[src/verilog/fsp_pkg.sv]
// Shared constants and types for the flash self-programming command and address sequencer.
package fsp_pkg;

   // Register addresses on the CPU peripheral bus.
   localparam logic [15:0] FSP_ADDR_STATUS = 16'hFFA1;
   localparam logic [15:0] FSP_ADDR_CMD = 16'hFFA3;
   localparam logic [15:0] FSP_ADDR_PTR_LO = 16'hFFA4;
   localparam logic [15:0] FSP_ADDR_PTR_HI = 16'hFFA5;
   localparam logic [15:0] FSP_ADDR_CMP_HI = 16'hFFA6;
   localparam logic [15:0] FSP_ADDR_CMP_LO = 16'hFFA7;
   localparam logic [15:0] FSP_ADDR_WBUF = 16'hFFA8;

   // Values after reset.
   localparam logic [7:0] FSP_RST_BYTE = 8'h00;
   localparam logic [2:0] FSP_RST_CMD = 3'h0;

   // Status register field positions.
   localparam int FSP_VERIFY_BIT = 1;
   localparam int FSP_PROTECT_BIT = 2;

   // Command codes.
   localparam logic [2:0] FSP_CMD_NONE = 3'h0;
   localparam logic [2:0] FSP_CMD_VERIFY_BLOCK = 3'h1;
   localparam logic [2:0] FSP_CMD_VERIFY_MULTI = 3'h2;
   localparam logic [2:0] FSP_CMD_ERASE = 3'h3;
   localparam logic [2:0] FSP_CMD_BLANK = 3'h4;
   localparam logic [2:0] FSP_CMD_BYTE_WRITE = 3'h5;

   // Erased data pattern, last block offset and pointer step.
   localparam logic [7:0] FSP_ERASED_BYTE = 8'hFF;
   localparam logic [7:0] FSP_LAST_OFFSET = 8'hFF;
   localparam logic [11:0] FSP_PTR_STEP = 12'h001;

   typedef enum logic [5:0] {
      ST_IDLE = 6'b00_0001,
      ST_READ = 6'b00_0010,
      ST_CHECK = 6'b00_0100,
      ST_PROG = 6'b00_1000,
      ST_ERASE = 6'b01_0000,
      ST_WAIT = 6'b10_0000
   } fsp_state_t;

endpackage

[src/verilog/fsp_err_flag.sv]
// Sticky error flag: hardware sets it, software clears it by writing zero.
module fsp_err_flag
   import fsp_pkg::*;
(
   input wire logic clk_i,
   input wire logic rst_n_i,
   input wire logic set_i,
   input wire logic clr_i,
   output logic flag_o
);

   typedef struct packed {
      logic flag;
   } fsp_flag_state_t;

   fsp_flag_state_t cur_ff;
   fsp_flag_state_t nxt_state;

   // A failure reported in the same cycle as the clearing write must not be lost.
   always_comb begin
      nxt_state = cur_ff;
      if (set_i) begin
         nxt_state.flag = 1'b1;
      end else if (clr_i) begin
         nxt_state.flag = 1'b0;
      end
   end

   always_ff @(posedge clk_i or negedge rst_n_i) begin
      if (!rst_n_i) begin
         cur_ff <= '0;
      end else begin
         cur_ff <= nxt_state;
      end
   end

   assign flag_o = cur_ff.flag;
endmodule

[src/verilog/fsp_addr_ctr.sv]
// Address pointer counter and its compare registers.
module fsp_addr_ctr
   import fsp_pkg::*;
(
   input wire logic clk_i,
   input wire logic rst_n_i,
   input wire logic [7:0] wdata_i,
   input wire logic wr_ptr_lo_i,
   input wire logic wr_ptr_hi_i,
   input wire logic wr_cmp_lo_i,
   input wire logic wr_cmp_hi_i,
   input wire logic inc_i,
   output logic [7:0] ptr_lo_o,
   output logic [7:0] ptr_hi_o,
   output logic [7:0] cmp_lo_o,
   output logic [7:0] cmp_hi_o,
   output logic match_o
);

   typedef struct packed {
      logic [7:0] ptr_lo;
      logic [7:0] ptr_hi;
      logic [7:0] cmp_lo;
      logic [7:0] cmp_hi;
   } fsp_ctr_state_t;

   fsp_ctr_state_t cur_ff;
   fsp_ctr_state_t nxt_state;
   logic [11:0] sum;

   // The upper nibbles take part in the match so that stray bits never yield a false end.
   assign match_o = ({cur_ff.ptr_hi, cur_ff.ptr_lo} == {cur_ff.cmp_hi, cur_ff.cmp_lo});
   assign sum = {cur_ff.ptr_hi[3:0], cur_ff.ptr_lo} + FSP_PTR_STEP;

   always_comb begin
      nxt_state = cur_ff;
      if (wr_ptr_lo_i) begin
         nxt_state.ptr_lo = wdata_i;
      end
      if (wr_ptr_hi_i) begin
         nxt_state.ptr_hi = wdata_i;
      end
      if (wr_cmp_lo_i) begin
         nxt_state.cmp_lo = wdata_i;
      end
      if (wr_cmp_hi_i) begin
         nxt_state.cmp_hi = wdata_i;
      end
      if (inc_i && !match_o) begin
         nxt_state.ptr_lo = sum[7:0];
         nxt_state.ptr_hi = {cur_ff.ptr_hi[7:4], sum[11:8]};
      end
   end

   always_ff @(posedge clk_i or negedge rst_n_i) begin
      if (!rst_n_i) begin
         cur_ff <= {FSP_RST_BYTE, FSP_RST_BYTE, FSP_RST_BYTE, FSP_RST_BYTE};
      end else begin
         cur_ff <= nxt_state;
      end
   end

   assign ptr_lo_o = cur_ff.ptr_lo;
   assign ptr_hi_o = cur_ff.ptr_hi;
   assign cmp_lo_o = cur_ff.cmp_lo;
   assign cmp_hi_o = cur_ff.cmp_hi;
endmodule

[src/verilog/fsp_seq_top.sv]
// Command decode, error reporting and address walk of the flash self-programming sequencer.
// Operation
// - Multi-address verify flags verify or protect errors.
// - Block erase works in on-board and self modes.
// - Blank check tests every block location erased; the code checks only pointer through compare.
// - Byte write programs one byte at pointer.
// - Writing one over zero sets protect error.
// - Undefined codes end at once, may flag errors.
// - Pointer registers give start address of operations.
// - Pointer counts up until equal to compare.
// - Compare registers bound the verify walk.
// - Reset clears both compare registers.
// - Whole-block verify flags verify or protect errors.
// - Byte write data comes from write buffer.
// - Verify error flag sets on failure, zero clears.
module fsp_seq_top
   import fsp_pkg::*;
(
   input wire logic core_clk_i,
   input wire logic reset_n_i,
   input wire logic [15:0] cpu_addr_i,
   input wire logic [7:0] cpu_wdata_i,
   input wire logic cpu_wr_i,
   input wire logic cpu_rd_i,
   output logic [7:0] cpu_rdata_o,
   input wire logic self_prog_mode_i,
   input wire logic onboard_mode_i,
   input wire logic block_protect_i,
   output logic seq_busy_o,
   output logic [11:0] fl_addr_o,
   output logic fl_rd_o,
   input wire logic [7:0] fl_rdata_i,
   input wire logic fl_rd_fail_i,
   output logic fl_wr_o,
   output logic [7:0] fl_wdata_o,
   output logic fl_erase_o,
   input wire logic fl_ack_i,
   input wire logic fl_fail_i
);

   typedef struct packed {
      fsp_state_t st;
      logic [2:0] cmd;
      logic [7:0] wbuf;
      logic [7:0] rdata;
      logic rd;
      logic wr;
      logic erase;
      logic busy;
   } fsp_top_state_t;

   fsp_top_state_t cur_ff;
   fsp_top_state_t nxt_state;
   logic [1:0] rst_sync_ff;
   logic rst_n;

   logic idle;
   logic wr_cmd;
   logic wr_status;
   logic code_valid;
   logic mode_ok;
   logic launch;
   logic set_verify;
   logic set_protect;
   logic inc;
   logic last;
   logic fail;
   logic one_over_zero;
   logic verify_flag;
   logic protect_flag;
   logic match;
   logic [7:0] ptr_lo;
   logic [7:0] ptr_hi;
   logic [7:0] cmp_lo;
   logic [7:0] cmp_hi;
   logic [7:0] rd_mux;

   // Reset is asserted at once but released only after two clean edges.
   always_ff @(posedge core_clk_i or negedge reset_n_i) begin
      if (!reset_n_i) begin
         rst_sync_ff <= 2'h0;
      end else begin
         rst_sync_ff <= {rst_sync_ff[0], 1'b1};
      end
   end

   assign rst_n = rst_sync_ff[1];

   assign idle = (cur_ff.st == ST_IDLE);
   assign wr_cmd = cpu_wr_i && (cpu_addr_i == FSP_ADDR_CMD);
   assign wr_status = cpu_wr_i && (cpu_addr_i == FSP_ADDR_STATUS);
   assign code_valid = (cpu_wdata_i[2:0] >= FSP_CMD_VERIFY_BLOCK) && (cpu_wdata_i[2:0] <= FSP_CMD_BYTE_WRITE);
   // Erase alone is also open to on-board programming; the rest need self mode.
   assign mode_ok = self_prog_mode_i || (onboard_mode_i && cpu_wdata_i[2:0] == FSP_CMD_ERASE);
   assign launch = wr_cmd && idle && code_valid && mode_ok && !block_protect_i;
   assign one_over_zero = |(~fl_rdata_i & cur_ff.wbuf);

   always_comb begin
      unique case (cur_ff.cmd)
         FSP_CMD_BLANK: fail = (fl_rdata_i != FSP_ERASED_BYTE);
         FSP_CMD_BYTE_WRITE: fail = 1'b0;
         default: fail = fl_rd_fail_i;
      endcase
      if (cur_ff.cmd == FSP_CMD_VERIFY_BLOCK) begin
         last = (ptr_lo == FSP_LAST_OFFSET) || match;
      end else begin
         last = match;
      end
   end

   always_comb begin
      unique case (cpu_addr_i)
         FSP_ADDR_STATUS: rd_mux = {5'h00, protect_flag, verify_flag, 1'b0};
         FSP_ADDR_CMD: rd_mux = {5'h00, cur_ff.cmd};
         FSP_ADDR_PTR_LO: rd_mux = ptr_lo;
         FSP_ADDR_PTR_HI: rd_mux = ptr_hi;
         FSP_ADDR_CMP_HI: rd_mux = cmp_hi;
         FSP_ADDR_CMP_LO: rd_mux = cmp_lo;
         FSP_ADDR_WBUF: rd_mux = cur_ff.wbuf;
         default: rd_mux = 8'h00;
      endcase
   end

   always_comb begin
      nxt_state = cur_ff;
      nxt_state.rd = 1'b0;
      nxt_state.wr = 1'b0;
      nxt_state.erase = 1'b0;
      set_verify = 1'b0;
      set_protect = 1'b0;
      inc = 1'b0;
      if (cpu_rd_i) begin
         nxt_state.rdata = rd_mux;
      end
      // The write buffer is frozen while a command runs so the programmed byte is stable.
      if (cpu_wr_i && idle && cpu_addr_i == FSP_ADDR_WBUF) begin
         nxt_state.wbuf = cpu_wdata_i;
      end
      unique case (cur_ff.st)
         ST_IDLE: begin
            if (wr_cmd) begin
               nxt_state.cmd = cpu_wdata_i[2:0];
               if (!code_valid && cpu_wdata_i[2:0] != FSP_CMD_NONE) begin
                  set_protect = 1'b1;
               end else if (code_valid && mode_ok && block_protect_i) begin
                  set_protect = 1'b1;
               end else if (launch) begin
                  nxt_state.busy = 1'b1;
                  if (cpu_wdata_i[2:0] == FSP_CMD_ERASE) begin
                     nxt_state.st = ST_ERASE;
                     nxt_state.erase = 1'b1;
                  end else begin
                     nxt_state.st = ST_READ;
                     nxt_state.rd = 1'b1;
                  end
               end
            end
         end
         ST_READ: begin
            nxt_state.st = ST_CHECK;
         end
         ST_CHECK: begin
            if (cur_ff.cmd == FSP_CMD_BYTE_WRITE) begin
               if (one_over_zero) begin
                  set_protect = 1'b1;
                  nxt_state.st = ST_IDLE;
                  nxt_state.busy = 1'b0;
               end else begin
                  nxt_state.st = ST_PROG;
                  nxt_state.wr = 1'b1;
               end
            end else if (fail) begin
               set_verify = 1'b1;
               nxt_state.st = ST_IDLE;
               nxt_state.busy = 1'b0;
            end else if (last) begin
               nxt_state.st = ST_IDLE;
               nxt_state.busy = 1'b0;
            end else begin
               inc = 1'b1;
               nxt_state.st = ST_READ;
               nxt_state.rd = 1'b1;
            end
         end
         ST_PROG: begin
            nxt_state.st = ST_WAIT;
         end
         ST_ERASE: begin
            nxt_state.st = ST_WAIT;
         end
         ST_WAIT: begin
            if (fl_ack_i) begin
               set_verify = fl_fail_i;
               nxt_state.st = ST_IDLE;
               nxt_state.busy = 1'b0;
            end
         end
      endcase
   end

   always_ff @(posedge core_clk_i or negedge rst_n) begin
      if (!rst_n) begin
         cur_ff <= '{st: ST_IDLE, cmd: FSP_RST_CMD, wbuf: FSP_RST_BYTE, rdata: FSP_RST_BYTE, default: 1'b0};
      end else begin
         cur_ff <= nxt_state;
      end
   end

   // Pointer writes are ignored while busy; software reloads them between commands anyway.
   fsp_addr_ctr u_addr_ctr (
      .clk_i(core_clk_i),
      .rst_n_i(rst_n),
      .wdata_i(cpu_wdata_i),
      .wr_ptr_lo_i(cpu_wr_i && idle && cpu_addr_i == FSP_ADDR_PTR_LO),
      .wr_ptr_hi_i(cpu_wr_i && idle && cpu_addr_i == FSP_ADDR_PTR_HI),
      .wr_cmp_lo_i(cpu_wr_i && idle && cpu_addr_i == FSP_ADDR_CMP_LO),
      .wr_cmp_hi_i(cpu_wr_i && idle && cpu_addr_i == FSP_ADDR_CMP_HI),
      .inc_i(inc),
      .ptr_lo_o(ptr_lo),
      .ptr_hi_o(ptr_hi),
      .cmp_lo_o(cmp_lo),
      .cmp_hi_o(cmp_hi),
      .match_o(match)
   );

   fsp_err_flag u_verify_flag (
      .clk_i(core_clk_i),
      .rst_n_i(rst_n),
      .set_i(set_verify),
      .clr_i(wr_status && !cpu_wdata_i[FSP_VERIFY_BIT]),
      .flag_o(verify_flag)
   );

   fsp_err_flag u_protect_flag (
      .clk_i(core_clk_i),
      .rst_n_i(rst_n),
      .set_i(set_protect),
      .clr_i(wr_status && !cpu_wdata_i[FSP_PROTECT_BIT]),
      .flag_o(protect_flag)
   );

   assign cpu_rdata_o = cur_ff.rdata;
   assign seq_busy_o = cur_ff.busy;
   assign fl_addr_o = {ptr_hi[3:0], ptr_lo};
   assign fl_rd_o = cur_ff.rd;
   assign fl_wr_o = cur_ff.wr;
   assign fl_wdata_o = cur_ff.wbuf;
   assign fl_erase_o = cur_ff.erase;
endmodule

[config.mk]
export PLATFORM = sky130hd
export DESIGN_NAME = fsp_seq_top
export DESIGN_NICKNAME = d
export VERILOG_FILES = /design/src/verilog/fsp_pkg.sv /design/src/verilog/fsp_err_flag.sv /design/src/verilog/fsp_addr_ctr.sv /design/src/verilog/fsp_seq_top.sv
export SDC_FILE = /design/constraint.sdc
export NUM_CORES = 1
export LEC_CHECK = 0
export BUFFER_PORTS_ARGS = -buffer_cell sky130_fd_sc_hd__buf_2
export CAP_MARGIN = 20
export CORE_MARGIN = 2
export CORE_UTILIZATION = 30
export CTS_CLUSTER_SIZE = 30
export DETAILED_ROUTE_END_ITERATION = 16
export GPL_TIMING_DRIVEN = 0
export PLACE_DENSITY_LB_ADDON = 0.15
export SYNTH_ARGS = -nofsm -noshare
export SYNTH_HDL_FRONTEND = slang
export SYNTH_HIERARCHICAL = 1
export SYNTH_SLANG_ARGS = --single-unit
[constraint.sdc]
create_clock -name core_clk_i -period 2.8 [get_ports core_clk_i]
set_clock_uncertainty 0.1 [all_clocks]
set_input_delay 0 -clock core_clk_i [delete_from_list [all_inputs] [get_ports core_clk_i]]
set_output_delay 0 -clock core_clk_i [all_outputs]
set_load 0.01 [all_outputs]
==> metrics.cfg <==
[pwr]
swShare=0.234
comb_power_share=0.055
cellPowerDensity_nw_per_um2=445
pwr-share-seq=0.425
switchingPower_uw=532
ir_drop_mv=0.203
internal_power_uw=1740
clockPowerShare=0.520
leakage_uw=0.00236

[setup_path]
critical_path.max_fanout=10
start_kind=flop
critPathRequiredTime_ns=2.92
endpoint_kind=flop
path_class=flop to flop
worstPathArrival_ns=2.73

[cells_and_area]
stdcell_count=655
final-seq-area_um2=1640
num-nets-final=517
multi_input_area_um2=2130
drive_gt1_frac=0.399
fin_util=0.389
design_area_um2=5110
area_growth_pct=28.0
diodes=0
fill_cells=1333

[logic_synthesis]
syn_inst=373
synth_edf_count=0
async_flop_share=1.00
synth-xor-area-share=0.0417
ys_seq_area_frac=0.408
synth.most_common_cell=dfrtp_1
synth_area_um2=3990
synth_fp_nets=416
synth_compound_area_frac=0.146
ys_seq_elements=65
ys_top_cells_by_count=dfrtp_1, mux2_2, inv_1, buf_4, nand3_1
synth_top_area_frac=0.401
ys.flop_type=dfrtp_1
syn_avg_cell_area_um2=10.7
synthSimpleGateAreaFrac=0.183
synthAdderAreaFrac=0.00313
synth_top_family_by_area=simple AND/OR/NAND/NOR gates
synth_cell_types=65
synth.area.top_cells=dfrtp_1, mux2_2, xnor2_1, buf_4, mux2_4
ys_warn_count=6
muxShareOfSynthArea=0.150
yosysTopAreaCell=dfrtp_1

[placement]
gp_congestion=0.787
dpl_cell_area_um2=4560
dp_hpwl_um=8530
dp.cells=618
io_buffer_count=69

[run_status]
outcome=finished clean

[clock_tree]
cts-root-buf=clkbuf_16
clock_sinks=65
clock_path_buffers=2
clock_latency_ns=0.33
cts_buffers=9
cts_tree=done
h-tree-depth=3
clk_pin_slew_worst_paths_ns=0.06

[floorplan]
rows=42
die_h_um=119
die_x_um=119
start_util=0.304
dieArea_um2=14200
ios=74
core_area_um2=13100

[routing]
routedWlPerCell_um=17.6
wl_um=11600
viasPerCell=5.06
dr.pass1.iters=4
vias=3314
drtIter0Drc=162
drc=0
ant_nets=0

[min_path]
hp-class=primary input to flop

[global_routing]
grt_max_degree=64
gr-usage-met1=0.238
grtUsageMet3=0.0244
grt.overflow.total=0
grt_util_all_layers=0.168
grtUsageMet2=0.263
grt_pass1_vias=3321
top_usage_layer=met2
grt_pass1_wl_um=18500
antenna_found_initial=0

[timing]
min_period_ns=2.61
finalCritPeriodShare=0.933
holdWs_ns=0.0201
fmax_ghz=0.383
slew_violations=0
finalHoldViolCount=0
worst_pin_slew_ns=0.857
setup-violations-final=0
max_slew_margin=0.429

[run]
max_cap_violations=0

kinds of logic after synthesis:
logic type / Yosys count
xor+xnor: 19
flops: 65
mux: 50
other cells: 1
simple gates: 114
compound gates: 71
fa+ha+maj: 1
buf+inv: 52
area by class of cell:
| type | instances | share of cell area |
|---|---|---|
| inverters | 20 | 0.0147 |
| repair buffers | 90 | 0.104 |
| clock buffers | 11 | 0.0494 |
| multi-input cells | 256 | 0.418 |
| plain buffers | 32 | 0.0382 |
| well taps | 176 | 0.0431 |
| clock inverters | 5 | 0.0120 |
| flip-flops and latches | 65 | 0.321 |
critical path, stage by stage (launching register included):
cell and delay, ns:
dfrtp_2 0.46, xnor2_1 0.20, nand4_1 0.21, nor4_4 0.34, nor2_1 0.11, o2111ai_2 0.11, inv_2 0.10, o41a_1 0.17
buf_6 0.18, mux2_4 0.30, o221a_1 0.22
flip-flops by register name, summed over array words and instances (netlist names):
register,count
cpu_rdata_o,8
cur_ff,9
fl_erase_o,1
fl_rd_o,1
fl_wdata_o,8
fl_wr_o,1
rst_sync_ff,2
seq_busy_o,1
u_addr_ctr/cmp_hi_o,8
u_addr_ctr/cmp_lo_o,8
u_addr_ctr/ptr_hi_o,8
u_addr_ctr/ptr_lo_o,8
u_protect_flag/flag_o,1
u_verify_flag/flag_o,1
path summary, 6_finish.rpt:
path / slack, ns / to / depth (start not counted) / startpoint
worst max-delay path: 0.19 / u_addr_ctr/ptr_lo_o[3] / 10 / u_addr_ctr/ptr_lo_o[1]
worst min-delay path: 0.02 / cur_ff[27] / 4 / cpu_addr_i[3]
worst max register to register: 0.19 / u_addr_ctr/ptr_lo_o[3] / 10 / u_addr_ctr/ptr_lo_o[1]
worst min register to register: 0.25 / rst_sync_ff[1] / 0 / rst_sync_ff[0]
max in group asynchronous: 1.65 / u_addr_ctr/ptr_lo_o[0] / 0 / rst_sync_ff[1]
min in group asynchronous: 0.35 / u_addr_ctr/ptr_lo_o[5] / 0 / rst_sync_ff[1]
power groups by stage:
stage	combinational (uW)	clock [uW]	sequential (uW)
after global placement	110	0	984
after floorplan	48.8	0	977
final	125	1180	966
after detailed placement	111	0	985
after global routing	137	1250	970
after CTS	125	1210	968
per-stage QoR:
step | setup WS (ns) | power, uW | setup TNS, ns
6_report | 0.186 | 2270 | 0
3_3_place_gp | -0.366 | 1090 | -15.03
3_5_place_dp | -0.382 | 1100 | -5.27
5_1_grt | -0.00467 | 2360 | -0.00695
2_1_floorplan | 0.302 | 1030 | 0
4_1_cts | 0.0138 | 2300 | 0
cells in the final DEF, fill, tap and decap left out, drive strengths merged, types with 3 or more instances in the layout:
| cell type | instances |
|---|---|
| buf | 100 |
| dfrtp | 64 |
| mux2 | 41 |
| inv | 22 |
| clkbuf | 21 |
| nand3 | 17 |
| xnor2 | 16 |
| nand2 | 15 |
| o21ai | 14 |
| and3 | 13 |
| dlygate4sd3 | 12 |
| nor2 | 12 |
| nand4 | 11 |
| o221a | 10 |
| nand2b | 9 |
| o22ai | 8 |
| mux2i | 7 |
| nor3 | 7 |
| a22oi | 6 |
| nor4 | 6 |
| a222oi | 5 |
| o211ai | 4 |
| nor2b | 3 |
| a21oi | 3 |
| and2 | 3 |
| xor2 | 3 |
| o2111ai | 3 |
repair_timing:
action	CTS	global route
endpoints found under the hold margin	35	0
setup buffers	3	6
hold buffers	12	0
resized for setup	10	8
endpoints found under the setup margin	15	23
pin swaps	3	6
per-layer routing:
metal	part of all wire	up-vias
met5	0	-
met4	0.017	0
met3	0.041	12
met2	0.44	91
met1	0.50	1626
li1	-	1585
No activity file was read; power rests on OpenSTA's default activity.
